**src/rtl/rpa_pkg.sv**
```systemverilog
// Register map, field layout and reset values of the prescaler, wakeup and alarm block
package rpa_pkg;

   // ************************************************************
   // Register byte offsets
   // ************************************************************
   localparam logic [4:0] OFF_CONTROL = 5'h00;
   localparam logic [4:0] OFF_STATUS = 5'h04;
   localparam logic [4:0] OFF_PRESCALER = 5'h08;
   localparam logic [4:0] OFF_WAKEUP = 5'h0C;
   localparam logic [4:0] OFF_ALARM_A = 5'h10;
   localparam logic [4:0] OFF_IRQ_STATUS = 5'h14;
   localparam logic [4:0] OFF_IRQ_MASK = 5'h18;
   localparam logic [4:0] OFF_WAKEUP_COUNT = 5'h1C;

   // ************************************************************
   // Control and status bit positions
   // ************************************************************
   localparam int CTL_INIT_REQUEST = 0;
   localparam int CTL_WAKEUP_ENABLE = 1;
   localparam int CTL_ALARM_ENABLE = 2;
   localparam int STS_ALARM_WRITABLE = 0;
   localparam int STS_WAKEUP_WRITABLE = 2;
   localparam int STS_INIT_ENTERED = 6;
   localparam int STS_ALARM_MATCH = 8;
   localparam int IRQ_ALARM = 0;
   localparam int IRQ_WAKEUP = 1;
   localparam int IRQ_BITS = 2;

   // ************************************************************
   // Prescaler fields
   // ************************************************************
   localparam int FIRST_LSB = 16;
   localparam int FIRST_MSB = 22;
   localparam int SECOND_LSB = 0;
   localparam int SECOND_MSB = 14;
   localparam logic [6:0] FIRST_RESET = 7'h7F;
   localparam logic [14:0] SECOND_RESET = 15'h00FF;

   // ************************************************************
   // Wakeup fields
   // ************************************************************
   localparam int RELOAD_LSB = 0;
   localparam int RELOAD_MSB = 15;
   localparam logic [15:0] RELOAD_RESET = 16'hFFFF;

   // ************************************************************
   // Alarm A fields
   // ************************************************************
   localparam int ALM_DAY_IGNORE = 31;
   localparam int ALM_DAY_KIND = 30;
   localparam int ALM_DAY_TENS_LSB = 28;
   localparam int ALM_DAY_TENS_MSB = 29;
   localparam int ALM_DAY_UNITS_LSB = 24;
   localparam int ALM_DAY_UNITS_MSB = 27;
   localparam int ALM_HOUR_IGNORE = 23;
   localparam int ALM_HALF_DAY = 22;
   localparam int ALM_HOUR_TENS_LSB = 20;
   localparam int ALM_HOUR_TENS_MSB = 21;

   // Flag clear reaches the flag this many bus cycles after the write
   localparam int CLEAR_DELAY = 2;

endpackage

```
**src/rtl/rpa_prescaler.sv**
```systemverilog
// Two cascaded counters that derive the calendar tick from source clock edges
`timescale 1ns/100ps
module rpa_prescaler (
   input wire logic mclk,
   input wire logic rst,
   input wire logic ce,
   input wire logic hold,
   input wire logic src_edge,
   input wire logic [6:0] first_prescale_factor,
   input wire logic [14:0] second_prescale_factor,
   output logic tick
);
   import rpa_pkg::*;

   typedef struct packed {
      logic [6:0] count_first;
      logic [14:0] count_second;
      logic tick;
   } rpa_presc_type;

   rpa_presc_type state;
   rpa_presc_type next_state;

   // ************************************************************
   // Counter update
   // ************************************************************
   // First stage wraps at its factor and steps the second
   always_comb begin
      next_state = state;
      next_state.tick = 1'b0;
      if (hold) begin
         next_state.count_first = '0;
         next_state.count_second = '0;
      end else if (src_edge) begin
         if (state.count_first >= first_prescale_factor) begin
            next_state.count_first = '0;
            if (state.count_second >= second_prescale_factor) begin
               next_state.count_second = '0;
               next_state.tick = 1'b1;
            end else begin
               next_state.count_second = state.count_second + 15'h0001;
            end
         end else begin
            next_state.count_first = state.count_first + 7'h01;
         end
      end
   end

   // State register
   always_ff @(posedge mclk or posedge rst) begin
      if (rst) begin
         state <= '0;
      end else if (ce) begin
         state <= next_state;
      end
   end

   assign tick = state.tick;

endmodule

```
**src/rtl/rpa_rtc_cfg.sv**
```systemverilog
// Prescaler, wakeup reload and alarm A configuration with Avalon-MM registers
//
// The Avalon-MM interface to the registers and the placing of the registers were left to the implementer.
`timescale 1ns/100ps
// What this block does
// Tick equals source over the product of each factor plus one
// Sixteen bit wakeup reload, resets all ones
// Day mask bit drops day from match
// Day kind: date, or weekday units only
// Day held as tens and units decimal
// Hour mask bit drops hours from match
// Half-day bit compared only in 12-hour
// Two-bit hour tens compared unless masked
// Reserved bits fixed, writes ignored
// Prescaler writable only in entered init mode
// Wakeup writable flag, resets to one
// Alarm writable flag, resets to one
// Match sets alarm flag; clear two cycles late
// Wakeup counter decrements, flags, reloads at zero
// Two cascaded prescaler counters
module rpa_rtc_cfg (
   input wire logic mclk,
   input wire logic rst,
   input wire logic ce,
   input wire logic [4:0] avs_address,
   input wire logic avs_read,
   input wire logic avs_write,
   input wire logic [31:0] avs_writedata,
   input wire logic [3:0] avs_byteenable,
   output logic [31:0] avs_readdata,
   output logic avs_waitrequest,
   input wire logic rtc_source_clock,
   input wire logic [1:0] cal_date_tens,
   input wire logic [3:0] cal_date_units,
   input wire logic [3:0] cal_weekday,
   input wire logic [1:0] cal_hour_tens,
   input wire logic cal_pm,
   input wire logic cal_format_12h,
   output logic calendar_tick,
   output logic calendar_halt,
   output logic wakeup_tick,
   output logic irq
);
   import rpa_pkg::*;

   typedef struct packed {
      logic ack;
      logic [31:0] readdata;
      logic [2:0] control;
      logic init_mode_entered;
      logic [6:0] first_prescale_factor;
      logic [14:0] second_prescale_factor;
      logic [15:0] wakeup_reload;
      logic [15:0] wakeup_count;
      logic wakeup_tick;
      logic alarm_day_ignore;
      logic alarm_day_kind_select;
      logic [1:0] alarm_day_tens;
      logic [3:0] alarm_day_units;
      logic alarm_hour_ignore;
      logic alarm_half_day;
      logic [1:0] alarm_hour_tens;
      logic match_prev;
      logic [IRQ_BITS-1:0] irq_status;
      logic [IRQ_BITS-1:0] irq_mask;
      logic [IRQ_BITS-1:0] clear_stage1;
      logic [IRQ_BITS-1:0] clear_stage2;
      logic src_sync1;
      logic src_sync2;
      logic src_prev;
   } rpa_cfg_type;

   // All block state except the prescaler counters in one register
   rpa_cfg_type state;
   rpa_cfg_type next_state;

   logic presc_tick;
   logic src_edge;
   logic alarm_match;
   logic wakeup_writable;
   logic alarm_writable;
   logic prescaler_writable;
   logic take_write;
   logic take_read;
   logic [31:0] wmask;

   // ************************************************************
   // Helper functions
   // ************************************************************
   // Expand byte enables into a bit mask
   function automatic logic [31:0] byte_mask(input logic [3:0] be);
      logic [31:0] m;
      m = '0;
      for (int i = 0; i < 4; i++) begin
         m[i*8 +: 8] = {8{be[i]}};
      end
      return m;
   endfunction

   // Merge write data into an old word under a bit mask
   function automatic logic [31:0] merge(input logic [31:0] old_word,
                                         input logic [31:0] data,
                                         input logic [31:0] mask);
      return (old_word & ~mask) | (data & mask);
   endfunction

   // Alarm comparison of unmasked fields
   function automatic logic day_hour_match(input rpa_cfg_type s,
                                           input logic [1:0] d_tens,
                                           input logic [3:0] d_units,
                                           input logic [3:0] wday,
                                           input logic [1:0] h_tens,
                                           input logic pm,
                                           input logic fmt12);
      logic day_ok;
      logic hour_ok;
      day_ok = 1'b1;
      hour_ok = 1'b1;
      if (!s.alarm_day_ignore) begin
         if (s.alarm_day_kind_select) begin
            day_ok = (s.alarm_day_units == wday);
         end else begin
            day_ok = (s.alarm_day_tens == d_tens) && (s.alarm_day_units == d_units);
         end
      end
      if (!s.alarm_hour_ignore) begin
         hour_ok = (s.alarm_hour_tens == h_tens);
         if (fmt12) begin
            hour_ok = hour_ok && (s.alarm_half_day == pm);
         end
      end
      return day_ok && hour_ok;
   endfunction

   // ************************************************************
   // Register images
   // ************************************************************
   // Prescaler word, reserved bits read zero
   function automatic logic [31:0] prescaler_word(input rpa_cfg_type s);
      logic [31:0] w;
      w = '0;
      w[FIRST_MSB:FIRST_LSB] = s.first_prescale_factor;
      w[SECOND_MSB:SECOND_LSB] = s.second_prescale_factor;
      return w;
   endfunction

   // Alarm word, reserved bits read zero
   function automatic logic [31:0] alarm_word(input rpa_cfg_type s);
      logic [31:0] w;
      w = '0;
      w[ALM_DAY_IGNORE] = s.alarm_day_ignore;
      w[ALM_DAY_KIND] = s.alarm_day_kind_select;
      w[ALM_DAY_TENS_MSB:ALM_DAY_TENS_LSB] = s.alarm_day_tens;
      w[ALM_DAY_UNITS_MSB:ALM_DAY_UNITS_LSB] = s.alarm_day_units;
      w[ALM_HOUR_IGNORE] = s.alarm_hour_ignore;
      w[ALM_HALF_DAY] = s.alarm_half_day;
      w[ALM_HOUR_TENS_MSB:ALM_HOUR_TENS_LSB] = s.alarm_hour_tens;
      return w;
   endfunction

   // ************************************************************
   // Prescaler instance
   // ************************************************************
   // Rising edge of the synchronised source pin
   // Only the second flop and the edge memory feed this compare, never the first
   assign src_edge = state.src_sync2 & ~state.src_prev;

   // Counters held at zero while init mode is entered
   rpa_prescaler u_prescaler (
      .mclk(mclk),
      .rst(rst),
      .ce(ce),
      .hold(state.init_mode_entered),
      .src_edge(src_edge),
      .first_prescale_factor(state.first_prescale_factor),
      .second_prescale_factor(state.second_prescale_factor),
      .tick(presc_tick)
   );

   // ************************************************************
   // Access qualifiers
   // ************************************************************
   // Write permission follows the enables and init mode
   assign wakeup_writable = ~state.control[CTL_WAKEUP_ENABLE];
   assign alarm_writable = ~state.control[CTL_ALARM_ENABLE];
   assign prescaler_writable = state.control[CTL_INIT_REQUEST] & state.init_mode_entered;

   // Live match of the unmasked day and hour fields
   assign alarm_match = day_hour_match(state, cal_date_tens, cal_date_units, cal_weekday,
                                       cal_hour_tens, cal_pm, cal_format_12h);

   // Write lands at the acknowledge edge, read loads in the wait cycle
   assign take_write = avs_write & state.ack;
   assign take_read = avs_read & ~state.ack;
   assign wmask = byte_mask(avs_byteenable);

   // ************************************************************
   // Next state
   // ************************************************************
   always_comb begin
      logic [31:0] word;
      logic [IRQ_BITS-1:0] set_ev;
      word = '0;
      set_ev = '0;
      next_state = state;

      // Source clock synchroniser and edge memory
      next_state.src_sync1 = rtc_source_clock;
      next_state.src_sync2 = state.src_sync1;
      next_state.src_prev = state.src_sync2;

      // One wait cycle per request
      // A request still held after the acknowledge opens a new access
      next_state.ack = (avs_read | avs_write) & ~state.ack;
      // Init entry seen one cycle after the request
      next_state.init_mode_entered = state.control[CTL_INIT_REQUEST];

      // Read data captured in the wait cycle
      if (take_read) begin
         unique case (avs_address)
            OFF_CONTROL: next_state.readdata = {29'h0000_0000, state.control};
            OFF_STATUS: begin
               word[STS_ALARM_WRITABLE] = alarm_writable;
               word[STS_WAKEUP_WRITABLE] = wakeup_writable;
               word[STS_INIT_ENTERED] = state.init_mode_entered;
               word[STS_ALARM_MATCH] = alarm_match;
               next_state.readdata = word;
            end
            OFF_PRESCALER: next_state.readdata = prescaler_word(state);
            OFF_WAKEUP: next_state.readdata = {16'h0000, state.wakeup_reload};
            OFF_ALARM_A: next_state.readdata = alarm_word(state);
            OFF_IRQ_STATUS: next_state.readdata = {30'h0000_0000, state.irq_status};
            OFF_IRQ_MASK: next_state.readdata = {30'h0000_0000, state.irq_mask};
            OFF_WAKEUP_COUNT: next_state.readdata = {16'h0000, state.wakeup_count};
            default: next_state.readdata = 32'h0000_0000;
         endcase
      end

      // Clear request pipeline
      next_state.clear_stage1 = '0;
      next_state.clear_stage2 = state.clear_stage1;

      // Register writes at the accepting edge
      if (take_write) begin
         unique case (avs_address)
            OFF_CONTROL: begin
               word = merge({29'h0000_0000, state.control}, avs_writedata, wmask);
               next_state.control = word[2:0];
            end
            OFF_PRESCALER: begin
               if (prescaler_writable) begin
                  word = merge(prescaler_word(state), avs_writedata, wmask);
                  next_state.first_prescale_factor = word[FIRST_MSB:FIRST_LSB];
                  next_state.second_prescale_factor = word[SECOND_MSB:SECOND_LSB];
               end
            end
            OFF_WAKEUP: begin
               if (wakeup_writable) begin
                  word = merge({16'h0000, state.wakeup_reload}, avs_writedata, wmask);
                  next_state.wakeup_reload = word[RELOAD_MSB:RELOAD_LSB];
               end
            end
            OFF_ALARM_A: begin
               if (alarm_writable) begin
                  word = merge(alarm_word(state), avs_writedata, wmask);
                  next_state.alarm_day_ignore = word[ALM_DAY_IGNORE];
                  next_state.alarm_day_kind_select = word[ALM_DAY_KIND];
                  next_state.alarm_day_tens = word[ALM_DAY_TENS_MSB:ALM_DAY_TENS_LSB];
                  next_state.alarm_day_units = word[ALM_DAY_UNITS_MSB:ALM_DAY_UNITS_LSB];
                  next_state.alarm_hour_ignore = word[ALM_HOUR_IGNORE];
                  next_state.alarm_half_day = word[ALM_HALF_DAY];
                  next_state.alarm_hour_tens = word[ALM_HOUR_TENS_MSB:ALM_HOUR_TENS_LSB];
               end
            end
            OFF_IRQ_STATUS: begin
               if (avs_byteenable[0]) begin
                  next_state.clear_stage1 = avs_writedata[IRQ_BITS-1:0];
               end
            end
            OFF_IRQ_MASK: begin
               if (avs_byteenable[0]) begin
                  next_state.irq_mask = avs_writedata[IRQ_BITS-1:0];
               end
            end
            default: begin
               next_state.readdata = state.readdata;
            end
         endcase
      end

      // Wakeup counter: load while off, count calendar ticks while on
      // Pulse and flag one cycle after the tick that finds the count at zero
      next_state.wakeup_tick = 1'b0;
      if (!state.control[CTL_WAKEUP_ENABLE]) begin
         next_state.wakeup_count = state.wakeup_reload;
      end else if (presc_tick) begin
         if (state.wakeup_count == 16'h0000) begin
            next_state.wakeup_count = state.wakeup_reload;
            next_state.wakeup_tick = 1'b1;
            set_ev[IRQ_WAKEUP] = 1'b1;
         end else begin
            next_state.wakeup_count = state.wakeup_count - 16'h0001;
         end
      end

      // Alarm event on a new match while armed
      // Rising match only, so a standing match does not set the flag again
      next_state.match_prev = alarm_match;
      if (state.control[CTL_ALARM_ENABLE] && alarm_match && !state.match_prev) begin
         set_ev[IRQ_ALARM] = 1'b1;
      end

      // Delayed clear, a set in the same cycle wins
      // Keeps an event that arrives during the clear from being lost
      next_state.irq_status = (state.irq_status & ~state.clear_stage2) | set_ev;
   end

   // ************************************************************
   // State register
   // ************************************************************
   // Reset values from the package; ce low holds every field
   always_ff @(posedge mclk or posedge rst) begin
      if (rst) begin
         state <= '0;
         state.first_prescale_factor <= FIRST_RESET;
         state.second_prescale_factor <= SECOND_RESET;
         state.wakeup_reload <= RELOAD_RESET;
         state.wakeup_count <= RELOAD_RESET;
      end else if (ce) begin
         state <= next_state;
      end
   end

   // ************************************************************
   // Outputs
   // ************************************************************
   // Wait state and irq decoded from flops, data straight from flops
   assign avs_waitrequest = ~state.ack;
   assign avs_readdata = state.readdata;
   assign calendar_tick = presc_tick;
   assign calendar_halt = state.init_mode_entered;
   assign wakeup_tick = state.wakeup_tick;
   assign irq = |(state.irq_status & state.irq_mask);

endmodule

```
**config.mk**
```make
export PLATFORM = sky130hd
export DESIGN_NAME = rpa_rtc_cfg
export DESIGN_NICKNAME = d
export VERILOG_FILES = /design/src/rtl/rpa_pkg.sv /design/src/rtl/rpa_prescaler.sv /design/src/rtl/rpa_rtc_cfg.sv
export SDC_FILE = /design/constraint.sdc
export NUM_CORES = 1
export LEC_CHECK = 0
export BUFFER_PORTS_ARGS = -buffer_cell sky130_fd_sc_hd__buf_2
export CORE_AREA = 2 2 122 124
export CTS_CLUSTER_DIAMETER = 30
export CTS_CLUSTER_SIZE = 28
export DETAILED_ROUTE_END_ITERATION = 6
export DIE_AREA = 0 0 124 126
export HOLD_SLACK_MARGIN = 0.02
export PLACE_DENSITY = 0.84
export SLEW_MARGIN = 30
export SYNTH_ARGS = -nofsm -noshare
export SYNTH_HDL_FRONTEND = slang
export SYNTH_SLANG_ARGS = --single-unit
```
**constraint.sdc**
```tcl
create_clock -name mclk -period 12.3 [get_ports mclk]
set_input_delay 1.23 -clock mclk [delete_from_list [all_inputs] [get_ports mclk]]
set_output_delay 1.23 -clock mclk [all_outputs]
set_load 0.03 [all_outputs]
```
==> qor.txt, run 1 <==
Status: completed
Count of pins over their slew limit: 0
IO Count: 98
CTS Buffer Depth: 2
Netlist cell types: 64
# DRC: 0
CP endpoint kind: flop
Worst-path maximum fanout: 20
Internal Power: 0.845 mW
Placed Area: 0.00803 sq mm
First-pass GRT wire length: 29.5 mm
Cells on worst reg2reg path: 9
Sequential share of the synthesized area: 46.3%
DRT Wirelength: 18.4 mm
Fmax: 0.339 GHz
Async SR Flop Fraction: 100%
Hold violation total from the final report: 0
Total power: 1.15 mW
Max-slew headroom: 36.0%
Critical Path AT: 3.30 ns
Synth Flop Type: dfrtp_1
Critical path, cell by cell: buf_2 -> nor2b_1 -> nand2_1 -> nor2_1 -> buf_4 -> and4_1 -> nand2_1 -> mux2_2
Height of the die: 126 um
Core area: 0.0143 sq mm
Crit path launch: avs_address[3]
Critical path class: in2reg
Gpl congestion: 0.901
Sw power: 0.303 mW
Slowest stage delay, CP: 0.37 ns
Most frequent cells in the layout: nand2_1 (100), buf_2 (97), dfrtp_1 (92)
Dominant cells by area after synthesis: dfrtp_1 (30%), dfstp_2 (16%), mux2_2 (11%), o21ai_0 (5.0%), nand2_1 (4.9%)
TritonCTS Buffers: 17
N_diodes: 0
Hpwl dp: 13.0 mm
Vias: 6076
Static leakage power: 3.91 nW
Port bufs: 97
Yosys top cell area share: 30.1%
RSZ-0062 raised after global routing: no
Post-CTS setup repair buffer count: 0
Crit Reg-Reg Endpoint: u_prescaler.state[1]
Clock power frac: 43.4%
Ys Warns: 0
Endpoints failing setup: 0
Chip width: 124 um
Synth-to-Final Area Change: 12.8%
# hold bufs at CTS: 0
Initial Util: 53.4%
Post-synth EDFFs: 0
Setup slack, reg-to-reg: 9.60 ns
Row count: 44
DRT antenna net count: 0
Clock-pin slew on the worst setup and hold paths: 0.06 ns
Fin Clk Skew: 0.00648 ns
Drt wl/cell: 18.1 um
CTS H-tree depth: 4
Worst skew pair latency: 0.43 ns
GRT overflow: 0
Critical Path Start Type: primary input
Worst Tran Pin Value: 0.960 ns
Period minus WS final: 2.95 ns
Comb pwr share: 12.5%
CP dominant cell by count: nand2_1
Period utilization: 24.0%
PwrDens: 133 mW/mm^2
Cts repair resizes: 0
Worst Hold Class: reg2reg
Starting DRT DRC Count: 407
Share of post-route cells with drive strength above 1: 33.1%
Total global routing track utilization: 24.6%
WP data required: 12.65 ns
Layout Nets: 903
Reg power frac: 44.1%
Largest net degree at the start of global routing: 74
Vias in the first global route: 5959
Die Footprint: 0.0156 sq mm
Fillers: 1150
Worst path slowest cell: mux2_2
Syn Nets: 845
Max VDD drop: 0.113 mV
Root Driver: clkbuf_16
Switch share: 26.4%
Cells after synthesis: 758
Total negative slack: 0 ns
Via/cell ratio: 6.00
Avg Inst Size Synth: 10.1 sq um
Initial antenna violation count: 0
Post-route cell area: 0.00862 sq mm
CTS tree: done
TritonRoute pass-1 iters: 5
Max cap viols: 0
Commonest non-fill, non-tap cell in the layout: nand2_1
CTS Sinks: 139
Synth Cell Area: 0.00764 sq mm
Seq cells post-synth: 139
Largest area contributor in the netlist: dfrtp_1
==> metrics by stage <==
step	instances	hold WS, ns	worst slack (ns)	util [%]
5_1_grt	1013	0.504	9.29	60.2
4_1_cts	1013	0.479	9.33	60.1
3_3_place_gp	981	0.455	9.03	56.0
2_1_floorplan	758	0.451	7.42	-
6_report	1013	0.472	9.35	60.2
3_5_place_dp	981	0.466	8.89	56.1
==> final cells by class <==
type                            count  area (sq um)  area share (%)
Inverter                           36           140            1.63
Tap cell                          184           230            2.67
Clock buffer                       20           457            5.30
Sequential cell                   139          3540            41.1
Multi-Input combinational cell    519          3600            41.8
Timing Repair Buffer              103           531            6.16
Clock inverter                     12           123            1.42
==> synth_stat cells (3+ instances only) <==
library cell / number
ha_1: 26
inv_1: 35
and3_1: 7
a21oi_1: 24
a22o_1: 10
mux2_2: 75
dfstp_2: 47
o22ai_1: 4
nor4_1: 8
nand3_1: 15
mux2i_1: 8
nor2b_1: 7
a32oi_1: 3
a31oi_1: 6
xor2_1: 8
clkbuf_1: 21
dfrtp_1: 92
o31a_1: 3
o21ai_0: 76
xnor2_1: 9
nand2_1: 100
a21o_1: 4
buf_2: 4
nor3_1: 26
buf_4: 35
a22oi_1: 16
and2_1: 3
a221o_1: 3
nor2_1: 23
nand4_1: 7
nand2b_1: 4
or2_2: 3
o31ai_1: 9
==> worst min path at each step <==
stage / depth (start not counted) / end / from
2_1_floorplan: 2 / avs_readdata[0] / avs_readdata[0]
3_5_place_dp: 2 / avs_readdata[2] / avs_readdata[2]
5_1_grt: 2 / avs_readdata[26] / avs_readdata[26]
4_1_cts: 2 / avs_readdata[2] / avs_readdata[2]
3_3_place_gp: 2 / avs_readdata[31] / avs_readdata[31]
6_report: 2 / avs_readdata[6] / avs_readdata[6]
==> layer usage <==
metal	share of wire [%]	GRT usage, %	routed length, um	up-vias
met3	6.5	6.97	1190	45
met4	2.7	9.45	505	0
met5	0	0	0	-
li1	-	-	-	2806
met2	48	39.5	8870	257
met1	42	31.3	7800	2968
==> power groups by stage <==
| stage | Sequential (mW) | Clock (mW) | Combinational, mW |
|---|---|---|---|
| final | 0.506 | 0.498 | 0.143 |
| after global routing | 0.509 | 0.527 | 0.158 |
| after global placement | 0.512 | 0 | 0.137 |
| after detailed placement | 0.513 | 0 | 0.140 |
| after floorplan | 0.506 | 0 | 0.104 |
| after CTS | 0.505 | 0.503 | 0.142 |
==> cell families after synthesis <==
group | count (synthesis) | share of synthesized area (%)
xor+xnor | 17 | 1.95
flops | 139 | 46.3
fa+ha+maj | 26 | 4.26
compound gates | 176 | 14.5
mux | 85 | 12.7
simple gates | 215 | 13.4
buf+inv | 100 | 6.91
==> worst max-delay path, delay by kind of cell <==
family,cells,cell delay [ns]
buf+inv,2,0.55
mux,1,0.37
simple gates,5,1.14
No activity file was read; power rests on OpenSTA's default activity.
==> inputs of run 2 (changes only) <==
--- a/config.mk
+++ b/config.mk
@@ -6,11 +6,11 @@
 export NUM_CORES = 1
 export LEC_CHECK = 0
 export BUFFER_PORTS_ARGS = -buffer_cell sky130_fd_sc_hd__buf_2
-export CORE_AREA = 2 2 122 124
+export CORE_AREA = 2 2 124 126
 export CTS_CLUSTER_DIAMETER = 30
 export CTS_CLUSTER_SIZE = 28
 export DETAILED_ROUTE_END_ITERATION = 6
-export DIE_AREA = 0 0 124 126
+export DIE_AREA = 0 0 126 128
 export HOLD_SLACK_MARGIN = 0.02
 export PLACE_DENSITY = 0.84
 export SLEW_MARGIN = 30
==> constraint.sdc (replaced) <==
create_clock -name mclk -period 2.7 [get_ports mclk]
set_input_delay 0.27 -clock mclk [delete_from_list [all_inputs] [get_ports mclk]]
set_output_delay 0.27 -clock mclk [all_outputs]
set_load 0.03 [all_outputs]
==> run 2 against run 1 <==
Against the previous run:
- sequential power rose to 4.6 times the previous value
- clock-buffer cell count down 2
- worst setup slack worse by 9.1 ns
- via count up 1.1%
- critical path type is now reg2reg
- largest cell class unchanged
==> qor.txt, run 2 (synthesis results as in run 1) <==
Hold violation total from the final report: 0 (unchanged)
Hpwl dp: 13.4 mm (+3.1%)
CTS Sinks: 139 (unchanged)
CTS H-tree depth: 4 (unchanged)
Crit Reg-Reg Endpoint: u_prescaler.state[7]
N_diodes: 0 (unchanged)
Clock power frac: 44.9% (+1.5 points)
Fin Clk Skew: 0.00855 ns (+0.00206 ns)
Critical Path Start Type: flop
GRT overflow: 0 (unchanged)
Slowest stage delay, CP: 0.56 ns (+0.19 ns)
Clock-pin slew on the worst setup and hold paths: 0.06 ns (about the same)
Setup slack, reg-to-reg: 0.20 ns (-9.40 ns)
Row count: 45 (+2.3%)
Hold_ws: 0.0680 ns (-0.404 ns)
Core area: 0.0149 sq mm (+3.8%)
CP endpoint kind: flop
Status: completed
Via/cell ratio: 5.96 (-0.60%)
DRT Wirelength: 19.1 mm (+3.9%)
Worst Hold Class: in2reg
CTS tree: done
Critical path, cell by cell: inv_1 -> ha_1 -> nand4_1 -> o21a_1 -> nor2_1 -> o31ai_1 -> a22o_1
Initial antenna violation count: 0 (unchanged)
Count of pins over their slew limit: 0 (unchanged)
Max cap viols: 0 (unchanged)
Sw power: 1.48 mW (+390%)
Footprint of the multi-input gates: 0.00359 sq mm (-0.14%)
Worst path slowest cell: dfstp_2
Max-slew headroom: 57.5% (+22 points)
Max VDD drop: 0.545 mV (+380%)
Vias: 6141 (+1.1%)
Family with the most delay on the worst path: compound AO/OA/AOI/OAI gates
Post-CTS setup repair buffer count: 0 (unchanged)
Endpoints failing setup: 0 (unchanged)
IO Count: 98 (unchanged)
Largest net degree at the start of global routing: 65 (-12%)
Final worst setup slack: 0.204 ns (-9.15 ns)
Static leakage power: 3.98 nW (+1.9%)
WP data required: 3.02 ns (-9.63 ns)
Chip width: 126 um (+1.6%)
First-pass GRT wire length: 30.8 mm (+4.6%)
PwrDens: 618 mW/mm^2 (+360%)
Starting DRT DRC Count: 464 (+14%)
Worst Hold Depth: 2 (unchanged)
Layout Nets: 916 (+1.4%)
Commonest non-fill, non-tap cell in the layout: nand2_1
Worst-path maximum fanout: 9 (-55%)
Internal Power: 3.94 mW (+370%)
Initial Util: 51.4% (-2.0 points)
DRT antenna net count: 0 (unchanged)
Port bufs: 97 (unchanged)
Vias in the first global route: 6064 (+1.8%)
Switch share: 27.3% (+0.95 points)
Reg area: 0.00354 sq mm (unchanged)
Stages on worst setup path: 7 (-1)
Height of the die: 128 um (+1.6%)
Critical path class: reg2reg
# DRC: 0 (unchanged)
Comb pwr share: 12.6% (about the same)
Total negative slack: 0 ns (unchanged)
TritonCTS Buffers: 17 (unchanged)
Worst Min Path Start: avs_writedata[24]
Crit path buf inv count: 1 (-1)
CTS Buffer Depth: 2 (unchanged)
TritonRoute pass-1 iters: 5 (unchanged)
Cells on worst reg2reg path: 7 (-2)
Placed Area: 0.00814 sq mm (+1.4%)
Fmax: 0.401 GHz
Gpl congestion: 0.917 (+1.8%)
Share of post-route cells with drive strength above 1: 33.8% (+0.80 points)
Period utilization: 92.4%
RSZ-0062 raised after global routing: no
Post-route cell area: 0.00878 sq mm (+1.9%)
Synth-to-Final Area Change: 14.9%
Total global routing track utilization: 24.3% (-0.28 points)
Critical Path AT: 2.81 ns (-0.49 ns)
Die Footprint: 0.0161 sq mm (+3.2%)
Period minus WS final: 2.50 ns
Worst Tran Pin Value: 0.631 ns (-0.329 ns)
Most frequent cells in the layout: nand2_1 (100), buf_2 (97), dfrtp_1 (92)
Setup WS pre-CTS: 0.124 ns (-8.77 ns)
Worst skew pair latency: 0.43 ns (about the same)
Drt wl/cell: 18.5 um (+2.1%)
Root Driver: clkbuf_16
Fillers: 1216 (+5.7%)
Reg power frac: 42.5% (-1.6 points)
[run 2: cell count changes in the layout (fill, tap and decap cells not counted), sizes merged]
cell,change
clkbuf,-2
inv,+3
buf,+12
dlygate4sd3,+1
bufinv,+1
clkinv,-5
clkinvlp,+3
[run 2: worst max path at each step]
stage / endpoint / slack, ns
3_5_place_dp: u_prescaler.state[1] / 0.12
4_1_cts: u_prescaler.state[1] / 0.07
5_1_grt: u_prescaler.state[9] / 0.03
6_report: u_prescaler.state[7] / 0.20
3_3_place_gp: u_prescaler.state[1] / 0.22
2_1_floorplan: u_prescaler.state[14] / 0.47
[run 2: per-layer routing]
metal	part of all wire (%)	wire [um]	GRT usage, %	up-vias
met5	0	0	0	-
li1	-	-	-	2833
met2	51	9690	41.4	253
met4	2.6	499	8.14	0
met3	7.3	1400	6.26	46
met1	39	7490	30.3	3009
[run 2: worst reg2reg max path, stage by stage, from the launching register on]
cell     delay (ns)
dfstp_2        0.56
inv_1          0.07
ha_1           0.36
nand4_1        0.19
o21a_1         0.29
nor2_1         0.50
o31ai_1        0.17
a22o_1         0.26
[run 2: power groups by stage]
stage | Clock (mW) | Combinational (mW) | Sequential (mW)
finish | 2.44 | 0.683 | 2.31
global route | 2.54 | 0.748 | 2.32
CTS | 2.45 | 0.675 | 2.30
detailed placement | 0 | 0.662 | 2.34
global placement | 0 | 0.647 | 2.33
floorplan | 0 | 0.476 | 2.31
[run 2: what timing repair did]
item | in CTS | in global routing
hold buffers | 1 | 0
endpoints found under the setup margin | 0 | 12
hold endpoints to repair | 4 | 0
gates resized for setup | 0 | 3
[run 2: layout make-up]
type	instances	area share, %
clock buffer	18	4.89
clock inverter	14	2.12
inverter	36	1.58
multi-input combinational	519	40.9
sequential	139	40.3
tap	188	2.68
timing repair buffer	116	7.47
[run 2: per-stage QoR]
| step | power, mW | utilization [%] | cells |
|---|---|---|---|
| after floorplan | 2.78 | - | 758 |
| after detailed placement | 3.00 | 54.7 | 997 |
| after CTS | 5.43 | 59.0 | 1030 |
| after global placement | 2.98 | 54.7 | 997 |
| final | 5.43 | 59.0 | 1030 |
| after global routing | 5.61 | 59.0 | 1030 |
